### src/core/cgl_pkg.sv
// Shared constants, types and register map of the glue-logic block
package cgl_pkg;
	localparam int NUM_TABLES = 6;
	localparam int NUM_PAIRS  = 3;
	localparam int NUM_INPUTS = 3;

	// Register byte addresses
	localparam logic [11:0] A_MAIN     = 12'h000;
	localparam logic [11:0] A_SEQ0     = 12'h004;
	localparam logic [11:0] A_SEQ_LAST = 12'h00C;
	localparam logic [11:0] A_INT_CTRL = 12'h010;
	localparam logic [11:0] A_INT_FLAG = 12'h014;
	localparam logic [11:0] A_STATUS   = 12'h018;
	localparam logic [11:0] A_TAB0     = 12'h020;
	localparam logic [11:0] A_TAB_LAST = 12'h07C;

	// Field positions
	localparam int CA_ENABLE = 0;
	localparam int CA_CLKSRC = 1;
	localparam int CA_EDGE   = 3;
	localparam int CA_FILT   = 4;
	localparam int SEL_W     = 4;
	localparam int ST_SEQ    = 8;

	// Reset value of all control state
	localparam logic [7:0] CTRL_RESET = 8'h00;

	// Output path timing, in table clock edges
	localparam int SYNC_STAGES  = 2;
	localparam int FILTER_AGREE = 3;

	localparam logic [1:0] RESP_OKAY   = 2'h0;
	localparam logic [1:0] RESP_SLVERR = 2'h2;

	typedef enum logic [3:0] {
		SRC_MASK     = 4'h0,
		SRC_FEEDBACK = 4'h1,
		SRC_LINK     = 4'h2,
		SRC_EVA      = 4'h3,
		SRC_EVB      = 4'h4,
		SRC_PIN      = 4'h5,
		SRC_CMP      = 4'h6,
		SRC_ZC       = 4'h7,
		SRC_SER      = 4'h8,
		SRC_SPI      = 4'h9,
		SRC_TA0      = 4'hA,
		SRC_TA1      = 4'hB,
		SRC_TB       = 4'hC,
		SRC_TD       = 4'hD
	} cgl_src_t;

	typedef enum logic [1:0] {
		FILT_OFF    = 2'h0,
		FILT_SYNC   = 2'h1,
		FILT_FILTER = 2'h2
	} cgl_filt_t;

	typedef enum logic [2:0] {
		SEQ_OFF    = 3'h0,
		SEQ_DFF    = 3'h1,
		SEQ_JK     = 3'h2,
		SEQ_DLATCH = 3'h3,
		SEQ_RS     = 3'h4
	} cgl_seq_t;

	typedef enum logic [1:0] {
		INT_NONE = 2'h0,
		INT_RISE = 2'h1,
		INT_FALL = 2'h2,
		INT_BOTH = 2'h3
	} cgl_int_t;

	typedef enum logic [3:0] {
		K_NONE     = 4'h0,
		K_MAIN     = 4'h1,
		K_SEQ      = 4'h2,
		K_INT_CTRL = 4'h3,
		K_INT_FLAG = 4'h4,
		K_STATUS   = 4'h5,
		K_CA       = 4'h6,
		K_CB       = 4'h7,
		K_CC       = 4'h8,
		K_TR       = 4'h9
	} cgl_kind_t;

	// Inputs from outside the clock domain, synchronised as one group
	typedef struct packed {
		logic [5:0][2:0] pin;
		logic [5:0]      ev_a;
		logic [5:0]      ev_b;
		logic [2:0]      cmp;
		logic [2:0]      zc;
		logic [2:0]      tx;
		logic [2:0]      tx_master;
		logic            spi_master;
		logic            spi_mosi;
		logic            spi_sck;
		logic [2:0]      ta0;
		logic [2:0]      ta1;
		logic [2:0]      tb;
		logic [2:0]      td;
	} cgl_inputs_t;
endpackage

### src/core/cgl_path.sv
// Output path of one table: synchroniser, spike filter, edge detector
`timescale 1ns/1ns
module cgl_path (
	input  wire logic              clock,
	input  wire logic              rst,
	input  wire logic              en,
	input  wire logic              ce,
	input  wire cgl_pkg::cgl_filt_t filt,
	input  wire logic              edge_en,
	input  wire logic              din,
	output logic                   dout
);
	typedef struct packed {
		logic [2:0] sh;
		logic       filt_out;
		logic       prev;
		logic       pulse;
	} cgl_path_st_t;

	cgl_path_st_t q;
	cgl_path_st_t d;
	logic         lvl;

	always_comb
	begin
		d = q;
		case (filt)
			cgl_pkg::FILT_SYNC:   lvl = q.sh[cgl_pkg::SYNC_STAGES - 1]; // RULE_20
			cgl_pkg::FILT_FILTER: lvl = q.filt_out;
			default:              lvl = din;
		endcase
		if (ce)
		begin
			d.sh = {q.sh[1:0], din};
			// Three agreeing samples before the gate opens
			if (q.sh == 3'h7 || q.sh == 3'h0)
				d.filt_out = q.sh[cgl_pkg::FILTER_AGREE - 1]; // RULE_21
		end
		d.prev  = lvl;
		d.pulse = edge_en & lvl & ~q.prev; // RULE_22
		if (!en)
			d = '0; // RULE_19
		dout = edge_en ? q.pulse : lvl;
	end

	always_ff @(posedge clock)
	begin
		if (rst)
			q <= '0;
		else
			q <= d;
	end
endmodule

### src/core/cgl_top.sv
// Six-table programmable glue logic with AXI4-Lite register access
`timescale 1ns/1ns
// Function
// (RULE_01) Six independent tables, three selectable inputs and one output each.
// (RULE_02) Output is truth bit indexed by input 2, input 1, input 0.
// (RULE_03) Select 0x00 ties that input low.
// (RULE_04) Pairs 0-1, 2-3, 4-5 share a sequencer; select 0x01 feeds it back.
// (RULE_05) Select 0x02 takes next table's direct output, last wraps to 0.
// (RULE_06) 0x03/0x04 event channels A/B; 0x05 own pin with same index.
// (RULE_07) 0x06 comparator, 0x07 zero-cross, 0x0C timer B, indexed by input.
// (RULE_08) 0x0A, 0x0B, 0x0D timer A0, A1, D0 waveform outputs.
// (RULE_09) 0x08 serial port transmit line, valid only in clock master mode.
// (RULE_10) 0x09 serial peripheral data to inputs 0,1, clock to 2, master only.
// (RULE_11) Selects 0,1 in control B, select 2 in control C, four bits each.
// (RULE_12) Pair control and sequencer select writable only while even table off.
// (RULE_13) Write setting enable takes protected bits; clearing enable does not.
// (RULE_14) Global enable bit switches whole block on and off.
// (RULE_15) Per-table enable bit in control A.
// (RULE_16) Third pin input may clock the table instead of system clock.
// (RULE_17) Table outputs go to pins and to event network as levels.
// (RULE_18) Interrupt flag on rising, falling or both edges per table.
// (RULE_19) Optional synchroniser, filter and edge detector on each output.
// (RULE_20) Synchroniser output appears after two table clock edges.
// (RULE_21) Filter passes levels lasting over two edges, four edges delay.
// (RULE_22) Edge detector gives one-cycle pulse on each rising edge.
// (RULE_23) Sequencer is D flip-flop, JK flip-flop, D latch or RS latch.
// (RULE_24) Flags stay set until written one; ORed into one request.
// (RULE_25) Global enable low holds outputs, sequencers and flags inactive; flags already set stay set, only new ones are blocked.
module cgl_top (
	input  wire logic              clock,
	input  wire logic              rst,
	input  wire logic [5:0][2:0]   table_pin_inputs,
	input  wire logic [5:0]        event_channel_a,
	input  wire logic [5:0]        event_channel_b,
	input  wire logic [2:0]        comparator_input,
	input  wire logic [2:0]        zero_cross_input,
	input  wire logic [2:0]        serial_port_tx_input,
	input  wire logic [2:0]        serial_port_master,
	input  wire logic              spi_master,
	input  wire logic              spi_mosi,
	input  wire logic              spi_sck,
	input  wire logic [2:0]        timer_a0,
	input  wire logic [2:0]        timer_a1,
	input  wire logic [2:0]        timer_b_x,
	input  wire logic [2:0]        timer_d0,
	output logic [5:0]             table_output,
	output logic [5:0]             table_event,
	output logic                   irq,
	input  wire logic [31:0]       s_axi_awaddr,
	input  wire logic              s_axi_awvalid,
	output logic                   s_axi_awready,
	input  wire logic [31:0]       s_axi_wdata,
	input  wire logic [3:0]        s_axi_wstrb,
	input  wire logic              s_axi_wvalid,
	output logic                   s_axi_wready,
	output logic [1:0]             s_axi_bresp,
	output logic                   s_axi_bvalid,
	input  wire logic              s_axi_bready,
	input  wire logic [31:0]       s_axi_araddr,
	input  wire logic              s_axi_arvalid,
	output logic                   s_axi_arready,
	output logic [31:0]            s_axi_rdata,
	output logic [1:0]             s_axi_rresp,
	output logic                   s_axi_rvalid,
	input  wire logic              s_axi_rready
);
	typedef struct packed {
		cgl_pkg::cgl_inputs_t s1;
		cgl_pkg::cgl_inputs_t s2;
		logic                 main_en;
		logic [5:0][7:0]      ca;
		logic [5:0][7:0]      cb;
		logic [5:0][7:0]      cc;
		logic [5:0][7:0]      truth;
		logic [2:0][2:0]      sequencer_function_select;
		logic [11:0]          int_ctrl;
		logic [5:0]           flag;
		logic [5:0]           tq;
		logic [5:0]           pin2_prev;
		logic [5:0]           out_prev;
		logic [2:0]           seq;
		logic                 aw_have;
		logic                 w_have;
		logic [11:0]          awaddr;
		logic [31:0]          wdata;
		logic [3:0]           wstrb;
		logic                 bvalid;
		logic [1:0]           bresp;
		logic                 rvalid;
		logic [31:0]          rdata;
		logic [1:0]           rresp;
	} cgl_state_t;

	cgl_state_t           q;
	cgl_state_t           d;
	cgl_pkg::cgl_inputs_t raw;
	cgl_pkg::cgl_inputs_t sy;
	logic [5:0][2:0]      tin;
	logic [5:0][2:0]      idx_v;
	logic [5:0]           ce_v;
	logic [5:0]           en_v;
	logic [5:0]           pout;
	logic [5:0]           clr_v;
	logic [5:0]           ev_set;
	logic [31:0]          wd;
	logic [2:0]           ti;
	logic [1:0]           si;
	cgl_pkg::cgl_kind_t   wkind;
	cgl_pkg::cgl_kind_t   rkind;

	function automatic cgl_pkg::cgl_kind_t dec_kind(input logic [11:0] a);
		if (a[1:0] != 2'h0)
			return cgl_pkg::K_NONE;
		else if (a == cgl_pkg::A_MAIN)
			return cgl_pkg::K_MAIN;
		else if (a >= cgl_pkg::A_SEQ0 && a <= cgl_pkg::A_SEQ_LAST)
			return cgl_pkg::K_SEQ;
		else if (a == cgl_pkg::A_INT_CTRL)
			return cgl_pkg::K_INT_CTRL;
		else if (a == cgl_pkg::A_INT_FLAG)
			return cgl_pkg::K_INT_FLAG;
		else if (a == cgl_pkg::A_STATUS)
			return cgl_pkg::K_STATUS;
		else if (a >= cgl_pkg::A_TAB0 && a <= cgl_pkg::A_TAB_LAST)
		begin
			if (a[3:2] == 2'h0)
				return cgl_pkg::K_CA;
			else if (a[3:2] == 2'h1)
				return cgl_pkg::K_CB;
			else if (a[3:2] == 2'h2)
				return cgl_pkg::K_CC;
			else
				return cgl_pkg::K_TR;
		end
		else
			return cgl_pkg::K_NONE;
	endfunction

	function automatic logic [2:0] tab_index(input logic [11:0] a);
		logic [11:0] off;
		off = a - cgl_pkg::A_TAB0;
		return off[6:4];
	endfunction

	function automatic logic [31:0] read_reg(input cgl_state_t s,
		input logic [11:0] a, input logic [5:0] outs);
		logic [2:0]  t;
		logic [1:0]  p;
		logic [31:0] r;
		t = tab_index(a);
		p = a[3:2] - 2'h1;
		r = '0;
		case (dec_kind(a))
			cgl_pkg::K_MAIN:     r[0] = s.main_en;
			cgl_pkg::K_SEQ:      r[2:0] = s.sequencer_function_select[p];
			cgl_pkg::K_INT_CTRL: r[11:0] = s.int_ctrl;
			cgl_pkg::K_INT_FLAG: r[5:0] = s.flag;
			cgl_pkg::K_STATUS:
			begin
				r[5:0] = outs;
				r[cgl_pkg::ST_SEQ +: 3] = s.seq;
			end
			cgl_pkg::K_CA:       r[7:0] = s.ca[t];
			cgl_pkg::K_CB:       r[7:0] = s.cb[t];
			cgl_pkg::K_CC:       r[7:0] = s.cc[t];
			cgl_pkg::K_TR:       r[7:0] = s.truth[t];
			default:             r = '0;
		endcase
		return r;
	endfunction

	always_comb
	begin
		raw.pin        = table_pin_inputs;
		raw.ev_a       = event_channel_a;
		raw.ev_b       = event_channel_b;
		raw.cmp        = comparator_input;
		raw.zc         = zero_cross_input;
		raw.tx         = serial_port_tx_input;
		raw.tx_master  = serial_port_master;
		raw.spi_master = spi_master;
		raw.spi_mosi   = spi_mosi;
		raw.spi_sck    = spi_sck;
		raw.ta0        = timer_a0;
		raw.ta1        = timer_a1;
		raw.tb         = timer_b_x;
		raw.td         = timer_d0;
	end

	always_comb
	begin
		d = q;
		sy = q.s2;
		d.s1 = raw;
		d.s2 = q.s1;
		clr_v = '0;
		ev_set = '0;
		wd = '0;
		ti = tab_index(q.awaddr);
		si = q.awaddr[3:2] - 2'h1;
		wkind = dec_kind(q.awaddr);
		rkind = dec_kind(s_axi_araddr[11:0]);
		// Inputs, truth lookup and table clocks
		for (int n = 0; n < cgl_pkg::NUM_TABLES; n++) // RULE_01
		begin
			en_v[n] = q.main_en & q.ca[n][cgl_pkg::CA_ENABLE]; // RULE_14 RULE_15
			// Local clock edge becomes a one-cycle enable
			ce_v[n] = q.ca[n][cgl_pkg::CA_CLKSRC] ?
				(sy.pin[n][2] & ~q.pin2_prev[n]) : 1'h1; // RULE_16
			d.pin2_prev[n] = sy.pin[n][2];
			for (int x = 0; x < cgl_pkg::NUM_INPUTS; x++)
			begin
				case (cgl_pkg::cgl_src_t'((x == 2) ? q.cc[n][3:0] :
					q.cb[n][x * cgl_pkg::SEL_W +: cgl_pkg::SEL_W])) // RULE_11
					cgl_pkg::SRC_FEEDBACK: tin[n][x] = q.seq[n / 2]; // RULE_04
					cgl_pkg::SRC_LINK:
						tin[n][x] = q.tq[(n + 1) % cgl_pkg::NUM_TABLES]; // RULE_05
					cgl_pkg::SRC_EVA: tin[n][x] = sy.ev_a[n]; // RULE_06
					cgl_pkg::SRC_EVB: tin[n][x] = sy.ev_b[n];
					cgl_pkg::SRC_PIN: tin[n][x] = sy.pin[n][x];
					cgl_pkg::SRC_CMP: tin[n][x] = sy.cmp[x]; // RULE_07
					cgl_pkg::SRC_ZC:  tin[n][x] = sy.zc[x];
					cgl_pkg::SRC_SER:
						tin[n][x] = sy.tx[x] & sy.tx_master[x]; // RULE_09
					cgl_pkg::SRC_SPI: // RULE_10
						tin[n][x] = sy.spi_master &
							((x == 2) ? sy.spi_sck : sy.spi_mosi);
					cgl_pkg::SRC_TA0: tin[n][x] = sy.ta0[x]; // RULE_08
					cgl_pkg::SRC_TA1: tin[n][x] = sy.ta1[x];
					cgl_pkg::SRC_TB:  tin[n][x] = sy.tb[x];
					cgl_pkg::SRC_TD:  tin[n][x] = sy.td[x];
					default:          tin[n][x] = 1'h0; // RULE_03
				endcase
			end
			// Input 2 reads low while it serves as the clock
			idx_v[n] = {tin[n][2] & ~q.ca[n][cgl_pkg::CA_CLKSRC],
				tin[n][1], tin[n][0]};
			// Registered so link and feedback chains form no loop
			d.tq[n] = en_v[n] & q.truth[n][idx_v[n]]; // RULE_02
			case (cgl_pkg::cgl_int_t'(q.int_ctrl[2 * n +: 2])) // RULE_18
				cgl_pkg::INT_RISE: ev_set[n] = pout[n] & ~q.out_prev[n];
				cgl_pkg::INT_FALL: ev_set[n] = ~pout[n] & q.out_prev[n];
				cgl_pkg::INT_BOTH: ev_set[n] = pout[n] ^ q.out_prev[n];
				default:           ev_set[n] = 1'h0;
			endcase
			ev_set[n] = ev_set[n] & q.main_en; // RULE_25
		end
		d.out_prev = pout;
		// Sequencers, enabled by the even table; the flip-flops are clocked by it, the latches are not
		for (int p = 0; p < cgl_pkg::NUM_PAIRS; p++)
		begin
			if (!en_v[2 * p])
				d.seq[p] = 1'h0; // RULE_25
			else
				case (cgl_pkg::cgl_seq_t'(q.sequencer_function_select[p])) // RULE_23
					cgl_pkg::SEQ_DFF:
						if (ce_v[2 * p] && pout[2 * p + 1])
							d.seq[p] = pout[2 * p];
					cgl_pkg::SEQ_JK:
						if (ce_v[2 * p])
							case ({pout[2 * p], pout[2 * p + 1]})
								2'h1:    d.seq[p] = 1'h0;
								2'h2:    d.seq[p] = 1'h1;
								2'h3:    d.seq[p] = ~q.seq[p];
								default: d.seq[p] = q.seq[p];
							endcase
					cgl_pkg::SEQ_DLATCH:
						if (pout[2 * p + 1])
							d.seq[p] = pout[2 * p];
					cgl_pkg::SEQ_RS:
						// Both high is forbidden and simply holds
						if (pout[2 * p] && !pout[2 * p + 1])
							d.seq[p] = 1'h1;
						else if (pout[2 * p + 1] && !pout[2 * p])
							d.seq[p] = 1'h0;
					default: d.seq[p] = 1'h0;
				endcase
		end
		// Register writes, once address and data are both held
		if (q.aw_have && q.w_have)
		begin
			wd = read_reg(q, q.awaddr, pout);
			for (int b = 0; b < 4; b++)
				if (q.wstrb[b])
					wd[8 * b +: 8] = q.wdata[8 * b +: 8];
			d.bresp = cgl_pkg::RESP_OKAY;
			case (wkind)
				cgl_pkg::K_MAIN: d.main_en = wd[0]; // RULE_14
				cgl_pkg::K_SEQ:
					if (!q.ca[{si, 1'h0}][cgl_pkg::CA_ENABLE]) // RULE_12
						d.sequencer_function_select[si] = wd[2:0];
				cgl_pkg::K_INT_CTRL: d.int_ctrl = wd[11:0];
				cgl_pkg::K_INT_FLAG:
					clr_v = q.wstrb[0] ? q.wdata[5:0] : 6'h00; // RULE_24
				cgl_pkg::K_STATUS: d.bresp = cgl_pkg::RESP_OKAY;
				cgl_pkg::K_CA:
					if (!q.ca[{ti[2:1], 1'h0}][cgl_pkg::CA_ENABLE] ||
						wd[cgl_pkg::CA_ENABLE]) // RULE_13
						d.ca[ti] = wd[7:0];
					else
						d.ca[ti][cgl_pkg::CA_ENABLE] = 1'h0; // RULE_15
				cgl_pkg::K_CB:
					if (!q.ca[{ti[2:1], 1'h0}][cgl_pkg::CA_ENABLE]) // RULE_12
						d.cb[ti] = wd[7:0];
				cgl_pkg::K_CC:
					if (!q.ca[{ti[2:1], 1'h0}][cgl_pkg::CA_ENABLE]) // RULE_12
						d.cc[ti] = wd[7:0];
				cgl_pkg::K_TR: d.truth[ti] = wd[7:0];
				default: d.bresp = cgl_pkg::RESP_SLVERR;
			endcase
			d.bvalid = 1'h1;
			d.aw_have = 1'h0;
			d.w_have = 1'h0;
		end
		// A new event beats a clear in the same cycle
		d.flag = (q.flag & ~clr_v) | ev_set; // RULE_24
		if (s_axi_awvalid && s_axi_awready)
		begin
			d.aw_have = 1'h1;
			d.awaddr = s_axi_awaddr[11:0];
		end
		if (s_axi_wvalid && s_axi_wready)
		begin
			d.w_have = 1'h1;
			d.wdata = s_axi_wdata;
			d.wstrb = s_axi_wstrb;
		end
		if (q.bvalid && s_axi_bready)
			d.bvalid = 1'h0;
		if (s_axi_arvalid && s_axi_arready)
		begin
			d.rvalid = 1'h1;
			d.rdata = read_reg(q, s_axi_araddr[11:0], pout);
			d.rresp = (rkind == cgl_pkg::K_NONE) ?
				cgl_pkg::RESP_SLVERR : cgl_pkg::RESP_OKAY;
		end
		else if (q.rvalid && s_axi_rready)
			d.rvalid = 1'h0;
	end

	always_ff @(posedge clock)
	begin
		if (rst)
			q <= '0;
		else
			q <= d;
	end

	genvar g;
	generate
		for (g = 0; g < cgl_pkg::NUM_TABLES; g++)
		begin : g_path
			cgl_path u_path (
				.clock   (clock),
				.rst     (rst),
				.en      (en_v[g]),
				.ce      (ce_v[g]),
				.filt    (cgl_pkg::cgl_filt_t'(q.ca[g][cgl_pkg::CA_FILT +: 2])),
				.edge_en (q.ca[g][cgl_pkg::CA_EDGE]),
				.din     (q.tq[g]),
				.dout    (pout[g])
			);
		end
	endgenerate

	assign table_output  = pout; // RULE_17
	assign table_event   = pout;
	assign irq           = |q.flag; // RULE_24
	assign s_axi_awready = !q.aw_have && !q.bvalid;
	assign s_axi_wready  = !q.w_have && !q.bvalid;
	assign s_axi_bvalid  = q.bvalid;
	assign s_axi_bresp   = q.bresp;
	assign s_axi_arready = !q.rvalid;
	assign s_axi_rvalid  = q.rvalid;
	assign s_axi_rdata   = q.rdata;
	assign s_axi_rresp   = q.rresp;
endmodule

### config.mk
export PLATFORM = sky130hd
export DESIGN_NAME = cgl_top
export DESIGN_NICKNAME = d
export VERILOG_FILES = /design/src/core/cgl_pkg.sv /design/src/core/cgl_path.sv /design/src/core/cgl_top.sv
export SDC_FILE = /design/constraint.sdc
export NUM_CORES = 1
export LEC_CHECK = 0
export ABC_AREA = 1
export BUFFER_PORTS_ARGS = -buffer_cell sky130_fd_sc_hd__buf_4
export CORE_UTILIZATION = 45
export CTS_CLUSTER_SIZE = 30
export DETAILED_ROUTE_END_ITERATION = 12
export PLACE_DENSITY_LB_ADDON = 0.12
export SLEW_MARGIN = 0
export SYNTH_ARGS = -nofsm -noshare
export SYNTH_HDL_FRONTEND = slang
export SYNTH_SLANG_ARGS = --single-unit
### constraint.sdc
create_clock -name clock -period 4.1 [get_ports clock]
set_input_delay 0 -clock clock [delete_from_list [all_inputs] [get_ports clock]]
set_output_delay 0 -clock clock [all_outputs]
set_load 0.005 [all_outputs]
==> results of run 1 <==
-- layout make-up --
cell class | instances | share of cell area
multi-input cells | 2194 | 0.4183
flip-flops and latches | 435 | 0.3172
repair buffers | 292 | 0.08937
inverters | 593 | 0.08117
clock buffers | 66 | 0.05109
well taps | 680 | 0.03099
clock inverters | 23 | 0.01153
diodes | 3 | 0.0002734
-- layer usage --
layer,wire (um),vias up,GRT usage
met5,27,-,0
li1,-,11590,-
met2,43080,1419,0.5719
met3,9828,311,0.07097
met4,6585,4,0.2238
met1,40890,11550,0.4908
-- through the flow --
step / power (mW) / util / area [sq um] / setup slack [ns] / hold slack, ns
2_1_floorplan: 5.208 / - / 23380 / 0.9301 / 0.09912
3_3_place_gp: 5.764 / 0.4853 / 24850 / 0.6324 / 0.1872
3_5_place_dp: 5.769 / 0.4853 / 24850 / 0.5053 / 0.1924
4_1_cts: 10.56 / 0.5361 / 27450 / 0.4997 / 0.003467
5_1_grt: 10.86 / 0.5361 / 27450 / 0.1089 / 0.1050
6_report: 10.56 / 0.5362 / 27450 / 0.3915 / 0.03546
-- cell families after synthesis --
family | after synthesis | synth area share
adders and majority gates | 47 | 0.02524
buffers and inverters | 779 | 0.1373
DFF | 435 | 0.3738
AOI/OAI and AO/OA | 1054 | 0.2675
other | 1 | 0.0001610
xor gates and xnor gates | 1 | 0.0003760
and+or+nand+nor | 1070 | 0.1957
-- cells in the final DEF (no fill, tap or decap), types with 7 or more instances in the layout --
cell type | netlist | routed
nor2_1 | 439 | 438
a21oi_1 | 367 | 367
nor2_2 | 11 | 12
o22ai_1 | 55 | 55
a211oi_1 | 16 | 16
clkbuf_1 | 87 | 8
a22oi_1 | 24 | 24
nand4_1 | 39 | 39
o21ai_1 | 9 | 9
o21ai_0 | 354 | 353
clkbuf_16 | 0 | 51
nand2_2 | 14 | 14
o2111ai_1 | 23 | 23
ha_1 | 47 | 47
inv_2 | 15 | 15
nand2_1 | 433 | 433
nand3_1 | 75 | 75
bufinv_16 | 0 | 7
buf_4 | 55 | 200
o211ai_1 | 37 | 37
a221oi_1 | 42 | 42
nor4_1 | 10 | 10
a32oi_1 | 9 | 9
nor2_4 | 12 | 12
dlygate4sd3_1 | 0 | 88
clkinv_2 | 0 | 8
a31oi_1 | 14 | 14
inv_1 | 573 | 572
clkbuf_8 | 0 | 7
o221ai_1 | 50 | 50
o31ai_1 | 12 | 12
nor3_1 | 14 | 14
conb_1 | 1 | 22
dfxtp_1 | 435 | 434
-- where the power goes --
part / switching [mW] / leakage, nW / internal [mW]
Clock: 1.92 / 0.841 / 2.84
Sequential: 0.0699 / 3.54 / 4.32
Combinational: 0.990 / 7.62 / 0.420
Total: 2.98 / 12.0 / 7.59
-- sequential cells by signal (all words and copies together), names as in the netlist --
name             flops
q                  320
d                   63
s_axi_bvalid         1
g_path.u_path.q     36
s_axi_rvalid         1
s_axi_rdata         12
s_axi_rresp          1
s_axi_bresp          1
-- critical path, cell delays in order (launching register included) --
cell and delay, ns:
dfxtp_1 0.50, inv_1 0.24, ha_1 0.31, nor2_1 0.11
nand4_1 0.10, nand2_1 0.07, nand2_1 0.11, a21oi_1 0.38
nor2_4 0.15, nand3_1 0.09, o21ai_0 0.12, a21oi_1 0.17
nand4_2 0.36, nand2_2 0.68, a21oi_1 0.16
-- timing repair --
action	in CTS	in global routing
resized for setup	0	0
hold endpoints to repair	116	0
hold buffers	88	0
-- worst min path at each step --
stage	start	endpoint	slack, ns	depth (start not counted)
6_report	s_axi_araddr[0]	s_axi_rresp[1]	0.04	5
5_1_grt	s_axi_araddr[0]	s_axi_rresp[1]	0.11	5
4_1_cts	s_axi_araddr[0]	s_axi_rresp[1]	0.003	5
3_5_place_dp	s_axi_bready	s_axi_bvalid	0.19	2
3_3_place_gp	s_axi_bready	s_axi_bvalid	0.19	2
2_1_floorplan	s_axi_bready	s_axi_bvalid	0.1	1
==> reports/qor.txt, run 1 <==
Outcome = complete, no violations
Worst-path fanout max = 19
Async SR Flop Fraction = 0
# setup viols final = 0
RSZ-0062 raised after global routing = no
Crit start category = flop
Vias per cell = 5.804
Vias in the first global route = 22750
First DRT Iteration DRCs = 3138
I/O Buffers = 133
Synth top area cells = dfxtp_1, inv_1, a21oi_1
P per Cell Area = 384.8 nW/um^2
Initial antenna violation count = 6
Yosys reg bits = 435
Cell Rows = 83
EDFF count, synth = 0
Maxcap violations = 0
Hold Fails Final Rpt = 0
Multi-input logic area = 11480 sq um
R2R Path End = q[213]
Critical path arrival = 4.16 ns
Final Critical Period = 3.709 ns
Area leader, netlist = dfxtp_1
Commonest cells in the netlist = inv_1, nor2_1, dfxtp_1
Post-route ant nets = 0
Post-synthesis cell count = 3387
Crit Path Class = flop to flop
Clock Tree Buf Depth = 3
Slew Viols, Final = 0
Worst-Margin Slew = 1.223 ns
Initial cell density of the core = 0.4551
# IOs = 218
Worst Setup SP = q[76]
Layout Nets = 3776
Slew Limit Headroom = 0.1849
Yosys cell types = 69
Via total after detailed routing = 24870
Critical Path Sink Type = flop
Clk_lat worst skew = 0.61 ns
TNS Setup = 0 ns
Placed Instances = 4106
Setup bufs post-CTS = 0
Die Wd = 229.5 um
Final HPWL DP = 74320 um
Drc violations = 0
HP Class = primary input to flop
Yosys warning total = 0
Mapped Area = 23300 sq um
Total track usage = 0.3750
CTS tree = done
Area Growth Syn to Fin = 17.83%
CP endpoint = q[213]
Fmax = 269.7 MHz
Static leakage = 12.00 nW
R2R depth = 14
WP data required = 4.55 ns
Register area = 8710 sq um
CTS Sinks = 435
Largest net degree at the start of global routing = 94
First-pass DRT Iterations = 7
Fin crit share = 0.9045
CTS H-tree depth = 2
Setup Skew = 0.01687 ns
Drt wl/cell = 23.43 um
First-pass GRT wire length = 147600 um
Post-synth top area share = 0.3738
Fillers = 5000
Die footprint = 52690 sq um
Worst vdd ir = 0.0003667 V
Share of post-route cells with drive strength above 1 = 0.1021
CTS root buf = clkbuf_16
Clock slew at reported path FFs = 0.06 ns
Flop2flop setup slack = 0.39 ns
Remaining global-route overflow = 0
TritonCTS Buffers = 49
Final wirelength = 100400 um
Sequential share of the synthesized area = 0.3738
Die height = 229.5 um
Top-count cell post-synth = inv_1
Layout Cells excl Fill = 4286
Mean Syn Cell Area = 6.879 sq um
Critical R2R Launch = q[76]
Floorplan Core Area = 51200 sq um
Routability Congestion = 1.042
Dominant synthesized flop cell = dfxtp_1
(Power assumes the default switching activity.)
==> run 2, diff against run 1 <==
--- a/config.mk
+++ b/config.mk
@@ -14,4 +14,5 @@
 export SLEW_MARGIN = 0
 export SYNTH_ARGS = -nofsm -noshare
 export SYNTH_HDL_FRONTEND = slang
+export SYNTH_HIERARCHICAL = 1
 export SYNTH_SLANG_ARGS = --single-unit
==> run 2 against run 1 <==
  * The run now ends with design-rule violations left
  * Worst hold slack improved by 0.014 ns
  * Die area rose by 2.4%
  * Cell count rose by 5.0%
  * Clock skew rose by 0.022 ns
  * Critical endpoint is now q[244]
  * Largest power group unchanged
==> reports/qor.txt, run 2 <==
Routability Congestion = 1.035
Remaining global-route overflow = 0
Sequential share of the synthesized area = 0.3650
Crit Path Class = flop to flop
TritonCTS Buffers = 50
Initial cell density of the core = 0.4550
EDFF count, synth = 0
Post-synthesis cell count = 3582
Cells along the critical path = inv_2 > ha_1 > inv_1 > buf_12 > buf_4 > o21ai_0 > o2111ai_1 > nor2_1 > o21ai_4 > buf_4 > o21ai_0 > inv_1
Drc violations = 2
Dominant synthesized flop cell = dfxtp_1
Final HPWL DP = 75140 um
Fmax = 278.5 MHz
Cell Rows = 84
Area Growth Syn to Fin = 18.13%
Die height = 232.3 um
HP Class = primary input to flop
Largest stage delay, worst path = 0.67 ns
Crit start category = flop
TNS Setup = 0 ns
Worst setup margin = 0.5087 ns
Setup bufs post-CTS = 0
Die Wd = 232.3 um
Mapped Area = 23860 sq um
First-pass DRT Iterations = 10
Die footprint = 53950 sq um
Worst vdd ir = 0.0002893 V
Via total after detailed routing = 25340
Pre-CTS WS = 0.6642 ns
RSZ-0062 raised after global routing = no
I/O Buffers = 133
Violated checks = design-rule violations
Yosys warning total = 6
Total track usage = 0.3688
Max reg flops = 320
First DRT Iteration DRCs = 2660
Critical path arrival = 4.10 ns
Async SR Flop Fraction = 0
Outcome = finished with violations
Worst Path Buf+Inv = 6
Clk_lat worst skew = 0.63 ns
Slew Viols, Final = 0
Vias in the first global route = 23250
Critical Path Sink Type = flop
Worst-Margin Slew = 1.193 ns
Slew Limit Headroom = 0.1961
P per Cell Area = 368.3 nW/um^2
CTS H-tree depth = 2
Initial antenna violation count = 7
Hold Buf Count CTS = 89
Maxcap violations = 0
CTS resizes = 0
Mean Syn Cell Area = 6.661 sq um
CTS tree = done
Drt wl/cell = 22.42 um
First-pass GRT wire length = 147800 um
Hold Fails Final Rpt = 0
CTS root buf = clkbuf_16
Share of post-route cells with drive strength above 1 = 0.09953
CTS Sinks = 435
Most common cell after layout, fill and taps aside = inv_1
Largest net degree at the start of global routing = 186
Post-synth top area share = 0.3650
Fillers = 5133
# IOs = 218
Clock Tree Buf Depth = 3
Worst-path fanout max = 32
Top-count cell post-synth = inv_1
# setup viols final = 0
Floorplan Core Area = 52450 sq um
Area leader, netlist = dfxtp_1
Yosys cell types = 62
Commonest cells in the netlist = inv_1, nand2_1, dfxtp_1
Register with the most flip-flops = q
Fin crit share = 0.8759
Final wirelength = 100900 um
Vias per cell = 5.633
Clock slew at reported path FFs = 0.07 ns
Synth top area cells = dfxtp_1, inv_1, nand2_1
Post-route ant nets = 0
Yosys reg bits = 435
Setup Skew = 0.03903 ns
Layout Nets = 3982
WP data required = 4.61 ns
CP max stage cell = o21ai_0
Cell family with most CP delay = compound AO/OA/AOI/OAI gates
Commonest non-fill, non-tap cells in the layout = inv_1, nand2_1, dfxtp_1
Final Critical Period = 3.591 ns
Static leakage = 12.90 nW
==> run 2: changes by cell type in the layout (fill, tap and decap cells not counted), moves of 11 or more <==
cell	previous run	this run
nand2_1	433	586
a211oi_1	16	5
o221ai_1	50	34
a22oi_1	24	36
buf_4	200	215
nand3_1	75	107
a21oi_1	367	326
inv_1	572	656
==> run 2: layer usage <==
metal  up-vias  wire, um  global-route usage
li1      12020         -                   -
met2      1318     43890              0.5746
met3       274     10150             0.07871
met5         -        38                   0
met1     11720     40950              0.4736
met4         6      5855              0.1994
==> run 2: worst paths after layout <==
kind	start	to	slack, ns	cells past startpoint
max reg2reg	q[79]	q[244]	0.51	12
min reg2reg	d[358]	q[358]	0.39	2
min	s_axi_wvalid	q[38]	0.05	3
max	q[79]	q[244]	0.51	12
==> run 2: logic make-up (layout without fill, tap and decap cells) <==
logic type / count (synthesis) / count (layout) / synth area share
other cells: 1 / 25 / 0.0001572
buf+inv: 876 / 1081 / 0.1486
compound gates: 999 / 999 / 0.2480
flops: 435 / 435 / 0.3650
fa+ha+maj: 47 / 47 / 0.02465
simple gates: 1224 / 1224 / 0.2136
==> run 2: tightest hold or removal path: cells and delay by family <==
kind | cells | cell delay, ns
AOI/OAI and AO/OA | 1 | 0.24
buffers and inverters | 1 | 0.08
and+or+nand+nor | 1 | 0.29
==> run 2: power by group <==
group	total [mW]	switching (mW)	leakage [nW]	internal [mW]
clock network	4.59	1.91	0.820	2.68
logic	1.40	0.955	8.54	0.445
registers	4.39	0.0712	3.54	4.32
total	10.4	2.94	12.9	7.45
==> run 2: metrics by stage <==
stage / hold slack, ns / power, mW / instance area [sq um] / utilization / std cells
after floorplan: 0.09912 / 5.195 / 23940 / - / 3603
after global placement: 0.1827 / 5.759 / 25600 / 0.4881 / 4318
after detailed placement: 0.1899 / 5.768 / 25600 / 0.4881 / 4318
after CTS: 0.01416 / 10.39 / 28180 / 0.5373 / 4496
after global routing: 0.09672 / 10.69 / 28180 / 0.5374 / 4498
final: 0.04951 / 10.38 / 28190 / 0.5374 / 4499
==> run 2: cell type report <==
type / instances / area (sq um) / area share
multi-input cells: 2292 / 11710 / 0.4154
repair buffers: 312 / 2660 / 0.09438
clock inverters: 21 / 227.7 / 0.008079
well taps: 688 / 860.8 / 0.03054
clock buffers: 68 / 1459 / 0.05176
diodes: 3 / 7.507 / 0.0002663
inverters: 680 / 2554 / 0.09060
flip-flops and latches: 435 / 8708 / 0.3090
